===== config.mk =====
export PLATFORM = sky130hd
export DESIGN_NAME = mabp_port
export DESIGN_NICKNAME = d
export VERILOG_FILES = /design/src/hw/mabp_pkg.sv /design/src/hw/mabp_port.sv
export SDC_FILE = /design/constraint.sdc
export NUM_CORES = 1
export LEC_CHECK = 0
export ABC_AREA = 1
export CAP_MARGIN = 40
export CORE_UTILIZATION = 36
export CTS_BUF_LIST = sky130_fd_sc_hd__clkbuf_4 sky130_fd_sc_hd__clkbuf_8
export DETAILED_ROUTE_END_ITERATION = 8
export DONT_BUFFER_PORTS = 1
export PLACE_DENSITY = 0.59
export REMOVE_ABC_BUFFERS = 1
export SLEW_MARGIN = 0
export SYNTH_ARGS = -nofsm -noshare
export SYNTH_HDL_FRONTEND = slang
export SYNTH_SLANG_ARGS = --single-unit

===== constraint.sdc =====
create_clock -name hclk -period 6.4 [get_ports hclk]
set_input_delay 0.96 -clock hclk [delete_from_list [all_inputs] [get_ports hclk]]
set_output_delay 0.96 -clock hclk [all_outputs]
set_load 0.05 [all_outputs]

===== src/hw/mabp_pkg.sv =====
// Constants and types for the multiplexed address/data bus port.
// Assumes one clock domain and AHB-Lite register access.
`default_nettype none
package mabp_pkg;
   // Register byte offsets
   localparam logic [7:0] OFF_CTRL = 8'h00;
   localparam logic [7:0] OFF_ADDR = 8'h04;
   localparam logic [7:0] OFF_WDATA = 8'h08;
   localparam logic [7:0] OFF_CMD = 8'h0c;
   localparam logic [7:0] OFF_RDATA = 8'h10;
   localparam logic [7:0] OFF_STATUS = 8'h14;
   // Control field positions and reset value
   localparam int CTRL_INHIBIT = 0;
   localparam int CTRL_WIDTH_LSB = 1;
   localparam int CTRL_BIG = 3;
   localparam logic [31:0] CTRL_RESET = 32'h0000_0000;
   // Command field positions
   localparam int CMD_WRITE = 0;
   localparam int CMD_QUAD = 1;
   localparam int CMD_SIZE_LSB = 2;
   localparam int CMD_INSTR = 4;
   localparam int CMD_MISS = 5;
   // Status field positions
   localparam int ST_BUSY = 0;
   localparam int ST_AVAIL = 1;
   localparam int ST_OPT_LSB = 2;
   localparam int ST_COUNT_LSB = 6;
   // Port width and datum size encodings
   localparam logic [1:0] PW_32 = 2'h0;
   localparam logic [1:0] PW_16 = 2'h1;
   localparam logic [1:0] PW_8 = 2'h2;
   localparam logic [1:0] SZ_BYTE = 2'h0;
   localparam logic [1:0] SZ_HALF = 2'h1;
   localparam logic [1:0] SZ_WORD = 2'h2;
   // Reset option bits sampled on the low address pins
   localparam int OPT_BOOT16 = 0;
   localparam int OPT_BOOT8 = 1;
   localparam int OPT_RSVD_HIGH = 2;
   localparam int OPT_EXT_HOLD = 3;
   localparam logic [4:0] QUAD_BYTES = 5'h10;

   typedef struct packed {
      logic [31:0] addr;
      logic [31:0] wdata;
      logic write;
      logic quad;
      logic [1:0] size;
      logic instr;
      logic miss;
   } mabp_req_t;

   typedef struct packed {
      logic inhibit;
      logic [1:0] width;
      logic big;
   } mabp_cfg_t;

   typedef enum logic [2:0] {S_IDLE, S_ADDR, S_HOLD, S_DATA, S_PUSH} mabp_state_t;
endpackage
`default_nettype wire


===== src/hw/mabp_port.sv =====
// Multiplexed address/data bus port with AHB-Lite control registers.
// Assumes synchronous pin inputs; the far side acks each data beat.
//
// Overview of operation
// Address phase on shared pins, latched by strobe
// Upper address bits on shared pins 31:4
// Active-low byte-lane strobes on pins 3:0
// Outside ignores strobes for narrow ports
// Strobes held inactive on reads when configured
// Shared pins carry data after address
// Writes drive data from write entry
// Single or four-word reads into buffer
// Lanes from size, port width, ordering
// Memory decodes low bits per port width
// Exact low address, stepped while wider
// Quad reads count low address from zero
// Low address pins sampled at reset
// Diagnostic pin multiplexed across read cycles
// Data slot: high instruction, low data
// Address slot: diag shows cache miss
// Extended hold keeps address extra time
// One latch strobe per transaction
`default_nettype none
module mabp_port (
   // Clock and reset
   input wire logic hclk,
   input wire logic hresetn,
   // AHB-Lite slave
   input wire logic hsel,
   input wire logic [31:0] haddr,
   input wire logic [1:0] htrans,
   input wire logic hwrite,
   input wire logic [2:0] hsize,
   input wire logic [31:0] hwdata,
   input wire logic hready,
   output logic hreadyout,
   output logic hresp,
   output logic [31:0] hrdata,
   // Shared address/data pins
   input wire logic [31:0] ad_in,
   output logic [31:0] ad_out,
   output logic ad_oe,
   // Low address pins
   input wire logic [3:0] low_addr_in,
   output logic [3:0] low_addr_out,
   output logic low_addr_oe,
   // Transfer control
   output logic ale,
   output logic rd_strobe,
   output logic wr_strobe,
   input wire logic mem_ack,
   output logic diag
);
   // AHB address phase capture
   logic ph_valid_reg, ph_valid_next;
   logic ph_write_reg, ph_write_next;
   logic [7:0] ph_addr_reg, ph_addr_next;
   logic rd_pop;

   always_comb begin
      ph_valid_next = ph_valid_reg;
      ph_write_next = ph_write_reg;
      ph_addr_next = ph_addr_reg;
      if (hready) begin
         ph_valid_next = hsel & htrans[1];
         ph_write_next = hwrite;
         ph_addr_next = haddr[7:0];
      end
   end

   always_ff @(posedge hclk or negedge hresetn) begin
      if (!hresetn) begin
         ph_valid_reg <= 1'b0;
         ph_write_reg <= 1'b0;
         ph_addr_reg <= 8'h00;
      end else begin
         ph_valid_reg <= ph_valid_next;
         ph_write_reg <= ph_write_next;
         ph_addr_reg <= ph_addr_next;
      end
   end

   // Zero-wait slave, always OKAY
   assign hreadyout = 1'b1;
   assign hresp = 1'b0;

   // Software registers
   mabp_pkg::mabp_cfg_t cfg_reg, cfg_next;
   mabp_pkg::mabp_req_t pend_reg, pend_next;
   logic go_reg, go_next;
   logic busy;
   logic wr_hit;

   assign wr_hit = ph_valid_reg & ph_write_reg;

   always_comb begin
      cfg_next = cfg_reg;
      pend_next = pend_reg;
      go_next = 1'b0;
      if (wr_hit) begin
         case (ph_addr_reg)
            mabp_pkg::OFF_CTRL: begin
               cfg_next.inhibit = hwdata[mabp_pkg::CTRL_INHIBIT];
               cfg_next.width = hwdata[mabp_pkg::CTRL_WIDTH_LSB +: 2];
               cfg_next.big = hwdata[mabp_pkg::CTRL_BIG];
            end
            mabp_pkg::OFF_ADDR: pend_next.addr = hwdata;
            mabp_pkg::OFF_WDATA: pend_next.wdata = hwdata;
            mabp_pkg::OFF_CMD: begin
               // Commands while busy are dropped so a running transfer's command never changes
               if (!busy && !go_reg) begin
                  pend_next.write = hwdata[mabp_pkg::CMD_WRITE];
                  pend_next.quad = hwdata[mabp_pkg::CMD_QUAD] & ~hwdata[mabp_pkg::CMD_WRITE];
                  pend_next.size = hwdata[mabp_pkg::CMD_SIZE_LSB +: 2];
                  pend_next.instr = hwdata[mabp_pkg::CMD_INSTR];
                  pend_next.miss = hwdata[mabp_pkg::CMD_MISS];
                  go_next = 1'b1;
               end
            end
            default: begin
            end
         endcase
      end
   end

   always_ff @(posedge hclk or negedge hresetn) begin
      if (!hresetn) begin
         cfg_reg <= mabp_pkg::mabp_cfg_t'(mabp_pkg::CTRL_RESET[3:0]);
         pend_reg <= '0;
         go_reg <= 1'b0;
      end else begin
         cfg_reg <= cfg_next;
         pend_reg <= pend_next;
         go_reg <= go_next;
      end
   end

   // Reset option capture
   logic first_reg, first_next;
   logic [3:0] opt_reg, opt_next;

   always_comb begin
      first_next = 1'b0;
      opt_next = opt_reg;
      if (first_reg) begin
         opt_next = low_addr_in;
      end
   end

   always_ff @(posedge hclk or negedge hresetn) begin
      if (!hresetn) begin
         first_reg <= 1'b1;
         opt_reg <= 4'h0;
      end else begin
         first_reg <= first_next;
         opt_reg <= opt_next;
      end
   end

   // Two-entry read buffer
   logic [31:0] buf_mem [2];
   logic buf_wp_reg, buf_wp_next, buf_rp_reg, buf_rp_next;
   logic [1:0] buf_cnt_reg, buf_cnt_next;
   logic buf_in_valid, buf_in_ready, buf_out_valid;
   logic [31:0] buf_in_data;

   assign buf_in_ready = (buf_cnt_reg != 2'h2);
   assign buf_out_valid = (buf_cnt_reg != 2'h0);
   assign rd_pop = ph_valid_reg & ~ph_write_reg & (ph_addr_reg == mabp_pkg::OFF_RDATA);

   always_comb begin
      buf_wp_next = buf_wp_reg;
      buf_rp_next = buf_rp_reg;
      buf_cnt_next = buf_cnt_reg;
      if (buf_in_valid && buf_in_ready) begin
         buf_wp_next = ~buf_wp_reg;
      end
      if (rd_pop && buf_out_valid) begin
         buf_rp_next = ~buf_rp_reg;
      end
      buf_cnt_next = buf_cnt_reg + {1'b0, buf_in_valid & buf_in_ready}
         - {1'b0, rd_pop & buf_out_valid};
   end

   always_ff @(posedge hclk or negedge hresetn) begin
      if (!hresetn) begin
         buf_wp_reg <= 1'b0;
         buf_rp_reg <= 1'b0;
         buf_cnt_reg <= 2'h0;
         buf_mem[0] <= 32'h0000_0000;
         buf_mem[1] <= 32'h0000_0000;
      end else begin
         buf_wp_reg <= buf_wp_next;
         buf_rp_reg <= buf_rp_next;
         buf_cnt_reg <= buf_cnt_next;
         if (buf_in_valid && buf_in_ready) begin
            buf_mem[buf_wp_reg] <= buf_in_data;
         end
      end
   end

   // Read-back mux
   always_comb begin
      hrdata = 32'h0000_0000;
      if (ph_valid_reg && !ph_write_reg) begin
         case (ph_addr_reg)
            mabp_pkg::OFF_CTRL: hrdata = {28'h0, cfg_reg.big, cfg_reg.width, cfg_reg.inhibit};
            mabp_pkg::OFF_ADDR: hrdata = pend_reg.addr;
            mabp_pkg::OFF_WDATA: hrdata = pend_reg.wdata;
            mabp_pkg::OFF_RDATA: hrdata = buf_out_valid ? buf_mem[buf_rp_reg] : 32'h0000_0000;
            mabp_pkg::OFF_STATUS: hrdata = {24'h0, buf_cnt_reg, opt_reg, buf_out_valid, busy};
            default: hrdata = 32'h0000_0000;
         endcase
      end
   end

   // Transfer engine
   mabp_pkg::mabp_state_t st_reg, st_next;
   mabp_pkg::mabp_req_t cur_reg, cur_next;
   logic [3:0] low_reg, low_next;
   logic [4:0] left_reg, left_next;
   logic [31:0] word_reg, word_next;
   logic [4:0] pb, beat;
   logic [4:0] off8;
   logic [31:0] lmask, tmask;
   logic [3:0] lanes;
   logic word_done;

   assign busy = (st_reg != mabp_pkg::S_IDLE);
   // Lane offset within the word, aligned to the port
   assign pb = (cfg_reg.width == mabp_pkg::PW_32) ? 5'h04 :
               (cfg_reg.width == mabp_pkg::PW_16) ? 5'h02 : 5'h01;
   // Only the address bits at or above the port's own width move the lanes; the bits below it are masked off
   assign off8 = {(low_reg[1:0] & ~(pb[1:0] - 2'h1)), 3'h0};
   assign lmask = (pb == 5'h04) ? 32'hffff_ffff : (pb == 5'h02) ? 32'h0000_ffff : 32'h0000_00ff;
   assign tmask = (pb == 5'h04) ? 32'hffff_ffff : (pb == 5'h02) ? 32'hffff_0000 : 32'hff00_0000;
   assign beat = (pb < left_reg) ? pb : left_reg;

   always_comb begin
      st_next = st_reg;
      cur_next = cur_reg;
      low_next = low_reg;
      left_next = left_reg;
      word_next = word_reg;
      word_done = 1'b0;
      buf_in_valid = 1'b0;
      case (st_reg)
         mabp_pkg::S_IDLE: begin
            if (go_reg) begin
               cur_next = pend_reg;
               // Start at exact address or zero
               low_next = pend_reg.quad ? 4'h0 : pend_reg.addr[3:0];
               left_next = pend_reg.quad ? mabp_pkg::QUAD_BYTES : (5'h01 << pend_reg.size);
               st_next = mabp_pkg::S_ADDR;
            end
         end
         mabp_pkg::S_ADDR: begin
            // Extra hold cycle after the strobe falls
            st_next = opt_reg[mabp_pkg::OPT_EXT_HOLD] ? mabp_pkg::S_HOLD : mabp_pkg::S_DATA;
         end
         mabp_pkg::S_HOLD: st_next = mabp_pkg::S_DATA;
         mabp_pkg::S_DATA: begin
            if (mem_ack) begin
               // Pack the returned lanes into the word
               if (cfg_reg.big) begin
                  word_next = (word_reg & ~(tmask >> off8)) | ((ad_in & tmask) >> off8);
               end else begin
                  word_next = (word_reg & ~(lmask << off8)) | ((ad_in & lmask) << off8);
               end
               // Step by the port width
               left_next = left_reg - beat;
               low_next = low_reg + pb[3:0];
               word_done = ~cur_reg.write & (cur_reg.quad ? (low_next[1:0] == 2'h0) || (pb == 5'h04)
                  : (left_next == 5'h00));
               if (word_done) begin
                  st_next = mabp_pkg::S_PUSH;
               end else if (left_next == 5'h00) begin
                  st_next = mabp_pkg::S_IDLE;
               end
            end
         end
         mabp_pkg::S_PUSH: begin
            // A full buffer holds the engine here, so no word is lost
            buf_in_valid = 1'b1;
            if (buf_in_ready) begin
               st_next = (left_reg == 5'h00) ? mabp_pkg::S_IDLE : mabp_pkg::S_DATA;
            end
         end
         default: st_next = mabp_pkg::S_IDLE;
      endcase
   end

   assign buf_in_data = word_reg;

   always_ff @(posedge hclk or negedge hresetn) begin
      if (!hresetn) begin
         st_reg <= mabp_pkg::S_IDLE;
         cur_reg <= '0;
         low_reg <= 4'h0;
         left_reg <= 5'h00;
         word_reg <= 32'h0000_0000;
      end else begin
         st_reg <= st_next;
         cur_reg <= cur_next;
         low_reg <= low_next;
         left_reg <= left_next;
         word_reg <= word_next;
      end
   end

   // Pin outputs decoded from registered state only
   logic addr_ph;
   assign addr_ph = (st_reg == mabp_pkg::S_ADDR) || (st_reg == mabp_pkg::S_HOLD);

   // Byte lanes of the datum, reversed for big-endian
   always_comb begin
      lanes = ((cur_reg.size == mabp_pkg::SZ_WORD) ? 4'hf :
               (cur_reg.size == mabp_pkg::SZ_HALF) ? 4'h3 : 4'h1) << cur_reg.addr[1:0];
      if (cfg_reg.big) begin
         lanes = {lanes[0], lanes[1], lanes[2], lanes[3]};
      end
      // Reads may keep every strobe inactive
      if (cfg_reg.inhibit && !cur_reg.write) begin
         lanes = 4'h0;
      end
   end

   always_comb begin
      ad_out = 32'h0000_0000;
      if (addr_ph) begin
         // Address and active-low strobes
         ad_out = {cur_reg.addr[31:4], ~lanes};
      end else if (cur_reg.write) begin
         // Write entry data on the shared pins
         ad_out = cfg_reg.big ? (cur_reg.wdata << off8) : (cur_reg.wdata >> off8);
      end
   end

   // Pins released for read data
   assign ad_oe = addr_ph || ((st_reg == mabp_pkg::S_DATA) && cur_reg.write);
   // Strobe only in the first address cycle
   assign ale = (st_reg == mabp_pkg::S_ADDR);
   assign rd_strobe = (st_reg == mabp_pkg::S_DATA) && !cur_reg.write;
   assign wr_strobe = (st_reg == mabp_pkg::S_DATA) && cur_reg.write;
   // Pins are inputs until options are caught
   assign low_addr_oe = ~first_reg;
   assign low_addr_out = low_reg;
   // Miss in address slot, type in data slot
   assign diag = addr_ph ? cur_reg.miss : cur_reg.instr;

   // Checks
   property p_ale_once;
      @(posedge hclk) disable iff (!hresetn) ale |=> !ale until (st_reg == mabp_pkg::S_IDLE);
   endproperty
   a_ale_once: assert property (p_ale_once) else $error("second latch strobe");

   property p_ale_before_data;
      @(posedge hclk) disable iff (!hresetn)
         $rose(rd_strobe || wr_strobe) |->
            $past(ale, 1) || $past(ale, 2) || ($past(st_reg) == mabp_pkg::S_PUSH);
   endproperty
   a_ale_before_data: assert property (p_ale_before_data) else $error("data without address");

   property p_upper_addr;
      @(posedge hclk) disable iff (!hresetn) ale |-> ad_oe && ad_out[31:4] == cur_reg.addr[31:4];
   endproperty
   a_upper_addr: assert property (p_upper_addr) else $error("upper address wrong");

   property p_read_inhibit;
      @(posedge hclk) disable iff (!hresetn)
         ale && cfg_reg.inhibit && !cur_reg.write |-> ad_out[3:0] == 4'hf;
   endproperty
   a_read_inhibit: assert property (p_read_inhibit) else $error("strobe active on read");

   property p_word_strobes;
      @(posedge hclk) disable iff (!hresetn)
         ale && cur_reg.write && cur_reg.size == mabp_pkg::SZ_WORD |-> ad_out[3:0] == 4'h0;
   endproperty
   a_word_strobes: assert property (p_word_strobes) else $error("word strobes wrong");

   property p_read_release;
      @(posedge hclk) disable iff (!hresetn) rd_strobe |-> !ad_oe;
   endproperty
   a_read_release: assert property (p_read_release) else $error("pins driven on read");

   property p_write_data;
      @(posedge hclk) disable iff (!hresetn)
         wr_strobe && cfg_reg.width == mabp_pkg::PW_32 |-> ad_oe && ad_out == cur_reg.wdata;
   endproperty
   a_write_data: assert property (p_write_data) else $error("write data wrong");

   property p_quad_start;
      @(posedge hclk) disable iff (!hresetn) ale && cur_reg.quad |-> low_addr_out == 4'h0;
   endproperty
   a_quad_start: assert property (p_quad_start) else $error("quad not from zero");

   property p_low_step;
      @(posedge hclk) disable iff (!hresetn)
         (st_reg == mabp_pkg::S_DATA) && mem_ack |=> low_addr_out == $past(low_addr_out) + pb[3:0];
   endproperty
   a_low_step: assert property (p_low_step) else $error("low address step wrong");

   property p_ext_hold;
      @(posedge hclk) disable iff (!hresetn)
         ale && opt_reg[mabp_pkg::OPT_EXT_HOLD] |=> !ale && ad_oe && ad_out == $past(ad_out);
   endproperty
   a_ext_hold: assert property (p_ext_hold) else $error("address not held");

   property p_diag_slots;
      @(posedge hclk) disable iff (!hresetn)
         (ale |-> diag == cur_reg.miss) and (rd_strobe |-> diag == cur_reg.instr);
   endproperty
   a_diag_slots: assert property (p_diag_slots) else $error("diag slot wrong");

   property p_push_stall;
      @(posedge hclk) disable iff (!hresetn)
         buf_in_valid && !buf_in_ready |=> st_reg == mabp_pkg::S_PUSH && buf_cnt_reg != 2'h0;
   endproperty
   a_push_stall: assert property (p_push_stall) else $error("word lost on full buffer");
endmodule
`default_nettype wire


* Word level (Yosys, flattened, before mapping) *
Index checks and enable logic that the tools add are counted.

cells by class
  order comparisons = 4
  mux-type cells = 46
  add/sub/neg operators = 5
  equal/unequal tests = 19
  shift-type cells = 8
  bitwise gates (word level) = 27
  reduce and logical (&&, ||, !) cells = 32

operators by type and width
  cell                  count
  $mux W32              11
  $pmux W32 S5          1
  $and A32 B32 Y32      4
  $shl A32 B5 Y32       3
  $shr A32 B5 Y32       3
  $bwmux W64            1
  $not A32 Y32          2
  $or A32 B32 Y32       2
  $mux W24              2
  $demux W32 S1         1
  $mux W4               6
  $mux W5               4
  $mux W3               6
  $eq A8 B4 Y1 const B  2
  $eq A8 B5 Y1 const B  2
  $mux W16              1
  $pmux W3 S5           1
  $logic_not A5 Y1      2
  $pmux W5 S2           1
  $reduce_and A2 Y1     5
  $eq A3 B2 Y1 const B  3
  $and A1 B1 Y1         8
  $eq A8 B3 Y1 const B  1
  $logic_and A1 B1 Y1   8
  33 further kinds      61

storage, ports and cells
  input bits = 111
  register bits after elaboration = 272
  word-level logic and storage cells = 173

* Depth between registers and ports, before layout *
  word-level depth = 12
  depth in mapped cells = 20
  mapped depth without buffers = 19

* Least setup slack after synthesis *
OpenSTA, ideal clock, no wires.

  path type = register to output
  from = register low_reg[0], in the netlist low_addr_out[0]
  to = output port ad_out[16]
  path buffers = 2
  arrival time = 2.861 ns
  stages on the path, launching flop included = 9
  path slack = 2.579 ns
  data required time = 5.440 ns
  cell sequence = dfrtp_1 -> ha_1 -> buf_2 -> inv_2 -> clkbuf_1 -> nand2_1 -> o21ai_0 -> a21oi_1 -> o31ai_1

on the way
  word-level cells in the longest chain between the ends = 5
  elaborated cells on any way between the ends = 6
  those cells by class = 2 x shift; 3 x mux; 1 x bitwise

ends and longest elaborated chain
  element                                             RTL line          RTL
  start: declaration                                  mabp_port.sv:220  logic [3:0] low_reg, low_next;
  start signal: assignment                            mabp_port.sv:305  low_reg <= low_next;
  $and A2 B2 Y2 (*)                                   mabp_port.sv:234  assign off8 = {(low_reg[1:0] & ~(pb[1:0] - 2'h1)), 3'h0};
  $shr A32 B5 Y32 or $shl A32 B5 Y32 (tied branches)  mabp_port.sv:335  ad_out = cfg_reg.big ? (cur_reg.wdata << off8) : (cur_reg.wdata >> off8);
  $mux W32 (*)                                        mabp_port.sv:335
  $mux W32 (*)                                        mabp_port.sv:333  end else if (cur_reg.write) begin
  $mux W32 (*)                                        mabp_port.sv:330  if (addr_ph) begin
  end: declaration                                    mabp_port.sv:41   output logic [31:0] ad_out,

Every way passes the cells marked *; elsewhere a longest branch is shown, timed or not.

* Final worst setup path *
  from = register cfg_reg[2] in the netlist's numbering
  to = output port ad_out[24]

on the way
  word-level cells in the longest chain between the ends = 10
  elaborated cells on any way between the ends = 12
  those cells by class = 1 x add/sub; 1 x eq/ne; 2 x shift; 5 x mux; 2 x bitwise; 1 x reduce/logical

ends and longest elaborated chain
  element                                             RTL line          RTL
  start: declaration                                  mabp_port.sv:88   mabp_pkg::mabp_cfg_t cfg_reg, cfg_next;
  start signal: assignment                            mabp_port.sv:128  cfg_reg <= mabp_pkg::mabp_cfg_t'(mabp_pkg::CTRL_RESET[3:0]);
  start signal: assignment                            mabp_port.sv:132  cfg_reg <= cfg_next;
  $eq A2 B1 Y1                                        mabp_port.sv:232  (cfg_reg.width == mabp_pkg::PW_16) ? 5'h02 : 5'h01;
  $mux W2                                             mabp_port.sv:232
  $mux W3 (*)                                         mabp_port.sv:231  assign pb = (cfg_reg.width == mabp_pkg::PW_32) ? 5'h04 :
  $sub A2 B1 Y2 (*)                                   mabp_port.sv:234
  $not A2 Y2 (*)                                      mabp_port.sv:234
  $and A2 B2 Y2 (*)                                   mabp_port.sv:234
  $shr A32 B5 Y32 or $shl A32 B5 Y32 (tied branches)  mabp_port.sv:335
  $mux W32 (*)                                        mabp_port.sv:335
  $mux W32 (*)                                        mabp_port.sv:333
  $mux W32 (*)                                        mabp_port.sv:330

Marks and branches as above.

==> impl_metrics.yaml <==
run_status:
  status: "finished, final reports clean"
cells_and_area:
  diodes: 0
  num-nets-final: 2188
  fin_cells: 2646
  layout-drive-gt1-share: 0.110
  layout.cells.most_common_list: "nand2_1 (578), o21ai_0 (293), dfrtp_1 (268)"
  final_cell_area_mm2: 0.0170
  fillers: 4307
  layout_commonest_cell: "nand2_1"
  area_growth_pct: 10.8
  largest_register_ffs: 70
place:
  place_area_mm2: 0.0159
  dp.cells: 2551
  hpwl_um: 32600
  pre_cts_slack_ps: 1930
  port_buffers: 0
  gp_congestion: 0.857
clock_tree:
  cts_tree: "built"
  cts-root-buf: "clkbuf_8"
  cts.clk_slew.worst_paths_ps: 60
  clock_latency_ps: 600
  cts_sinks: 270
  hold_buffers: 0
  htreeDepth: 2
  cts_setup_buffers: 0
  cts_buffer_depth: 3
  numCtsBuffers: 49
  cts.repair.resized: 0
floorplanning:
  boundaryPins: 187
  num_rows: 75
  start_util: 0.365
  die-area_mm2: 0.0434
  core_area_mm2: 0.0419
  die_h_um: 208
  fp.dieW_um: 208
power_and_ir_drop:
  leakage_nw: 8.41
  p_per_area_mw_per_mm2: 357
  max-vdd-ir-drop_v: 0.000255
  total_power_mw: 6.06
worst_setup_path:
  startpoint_type: "flip-flop"
  r2r-end: "buf_in_data[2]$_DFFE_PN0P_"
  worstPathArrival_ps: 4170
  endpoint_kind: "output pin"
  reg2reg_from: "cfg_reg[2]$_DFFE_PN0P_"
  critical_path_class: "reg2out"
  worstPathMaxFanout: 42
  rr_worst_depth: 8
  critPathRequiredTime_ps: 5440
  r2r_slack_ps: 3000
synthesis:
  synth_cell_types: 46
  syn_inst: 2091
  ys_async_sr_fraction: 1.00
  syn_avg_cell_area_um2: 7.33
  synth_ff_type: "dfrtp_1"
  synth_edf_count: 0
  ys_seq_area_frac: 0.441
  ys_ff_latch: 270
  netlist_area_mm2: 0.0153
  yosysWarningCount: 0
timing:
  fmax_mhz: 195
  setup_viol: 0
  tightest_slew_ps: 915
  finalSetupTns_ps: 0
  grt_setup_unrepaired: "false"
  clock_skew_ps: 23.8
  fin_ws_ps: 1270
  final_hold_viol_count: 0
  min_period_over_period: 0.801
  slew_headroom: 0.388
  report.final.slew_viol_count: 0
  finalCriticalPeriod_ps: 5130
detailed_routing:
  drtAntennaViolNets: 0
  drt_wl_total_um: 48600
  via_per_inst: 5.40
  route.detailed.drc: 0
  num_vias: 14300
  initialDrtViolationCount: 1347
  wl_per_cell_um: 18.4
  firstDrtPassIters: 5
global_routing:
  overflow: 0
  grt_pass1_vias: 13300
  grt_pass1_wl_um: 75500
  track_usage: 0.222
  antenna_found_initial: 1
  grt_max_degree: 271
worst_hold_path:
  worstHoldPathType: "in2async"
job:
  drv_cap: 0
## worst max path at each step
stage                     slack [ps]                    from  cells after the start         end
after floorplan                  430  cfg_reg[2]$_DFFE_PN0P_                      7  ad_out[25]
after global placement          1970  cfg_reg[2]$_DFFE_PN0P_                      7  ad_out[24]
after detailed placement        1930  cfg_reg[2]$_DFFE_PN0P_                      7  ad_out[24]
after CTS                       1290  cfg_reg[2]$_DFFE_PN0P_                      7  ad_out[24]
after global routing            1040  cfg_reg[2]$_DFFE_PN0P_                      7  ad_out[24]
final                           1270  cfg_reg[2]$_DFFE_PN0P_                      7  ad_out[24]
## cells by family (layout without fill, tap and decap cells)
logic type,Yosys count,count (layout),synth area share
compound gates,575,575,0.209
other cells,2,3,0.000490
simple gates,861,861,0.229
fa+ha+maj,10,10,0.00865
buf+inv,351,366,0.0975
flops,270,270,0.441
xor+xnor,5,5,0.00286
mux,17,17,0.0117
## Yosys cell counts, drive strengths merged (3+ instances only)
master,n,share of area
a21oi,93,0.030
a22oi,6,0.0029
a31oi,4,0.0016
buf,74,0.030
clkbuf,61,0.015
dfrtp,269,0.44
ha,9,0.0073
inv,214,0.052
mux2,7,0.0051
mux2i,10,0.0065
nand2,585,0.14
nand3,90,0.030
nand4,18,0.0073
nor2,142,0.038
nor3,14,0.0049
nor4,3,0.0012
o211ai,32,0.016
o21ai,373,0.13
o21bai,3,0.0015
o221ai,8,0.0046
o22ai,40,0.016
o31ai,11,0.0054
or2,8,0.0033
xor2,3,0.0017
## routing by layer
metal / track usage / wire [µm] / part of all wire
met1: 0.306 / 21300 / 0.44
met5: 0 / 0 / 0
met2: 0.345 / 22000 / 0.45
met3: 0.0435 / 3740 / 0.077
met4: 0.0815 / 1570 / 0.032
## where the power goes
part	internal [mW]	switching (mW)	total, mW
registers	1.92	0.202	2.12
logic	0.571	1.55	2.12
clock network	1.05	0.774	1.82
## worst max-delay path, cell delays in order (launching register included)
cell      delay [ps]
dfrtp_1          460
inv_2            460
nand2_2          210
nand2_2          680
nand2_1          760
o21ai_0          410
o211ai_1         170
nand2_1          400
## stage by stage
stage	utilization	hold WS [ps]
floorplan	-	449
global placement	0.372	461
detailed placement	0.378	465
CTS	0.404	52.8
global route	0.405	57.9
finish	0.405	82.9
## final cells by class
cell class	instances	area (µm²)	share of cell area
inverters	216	811	0.0477
multi-input cells	1471	7160	0.422
flip-flops and latches	270	6760	0.398
repair buffers	59	485	0.0286
clock buffers	76	971	0.0571
well taps	539	674	0.0397
clock inverters	15	128	0.00751
Note: power is estimated with default switching activity, not from simulation.
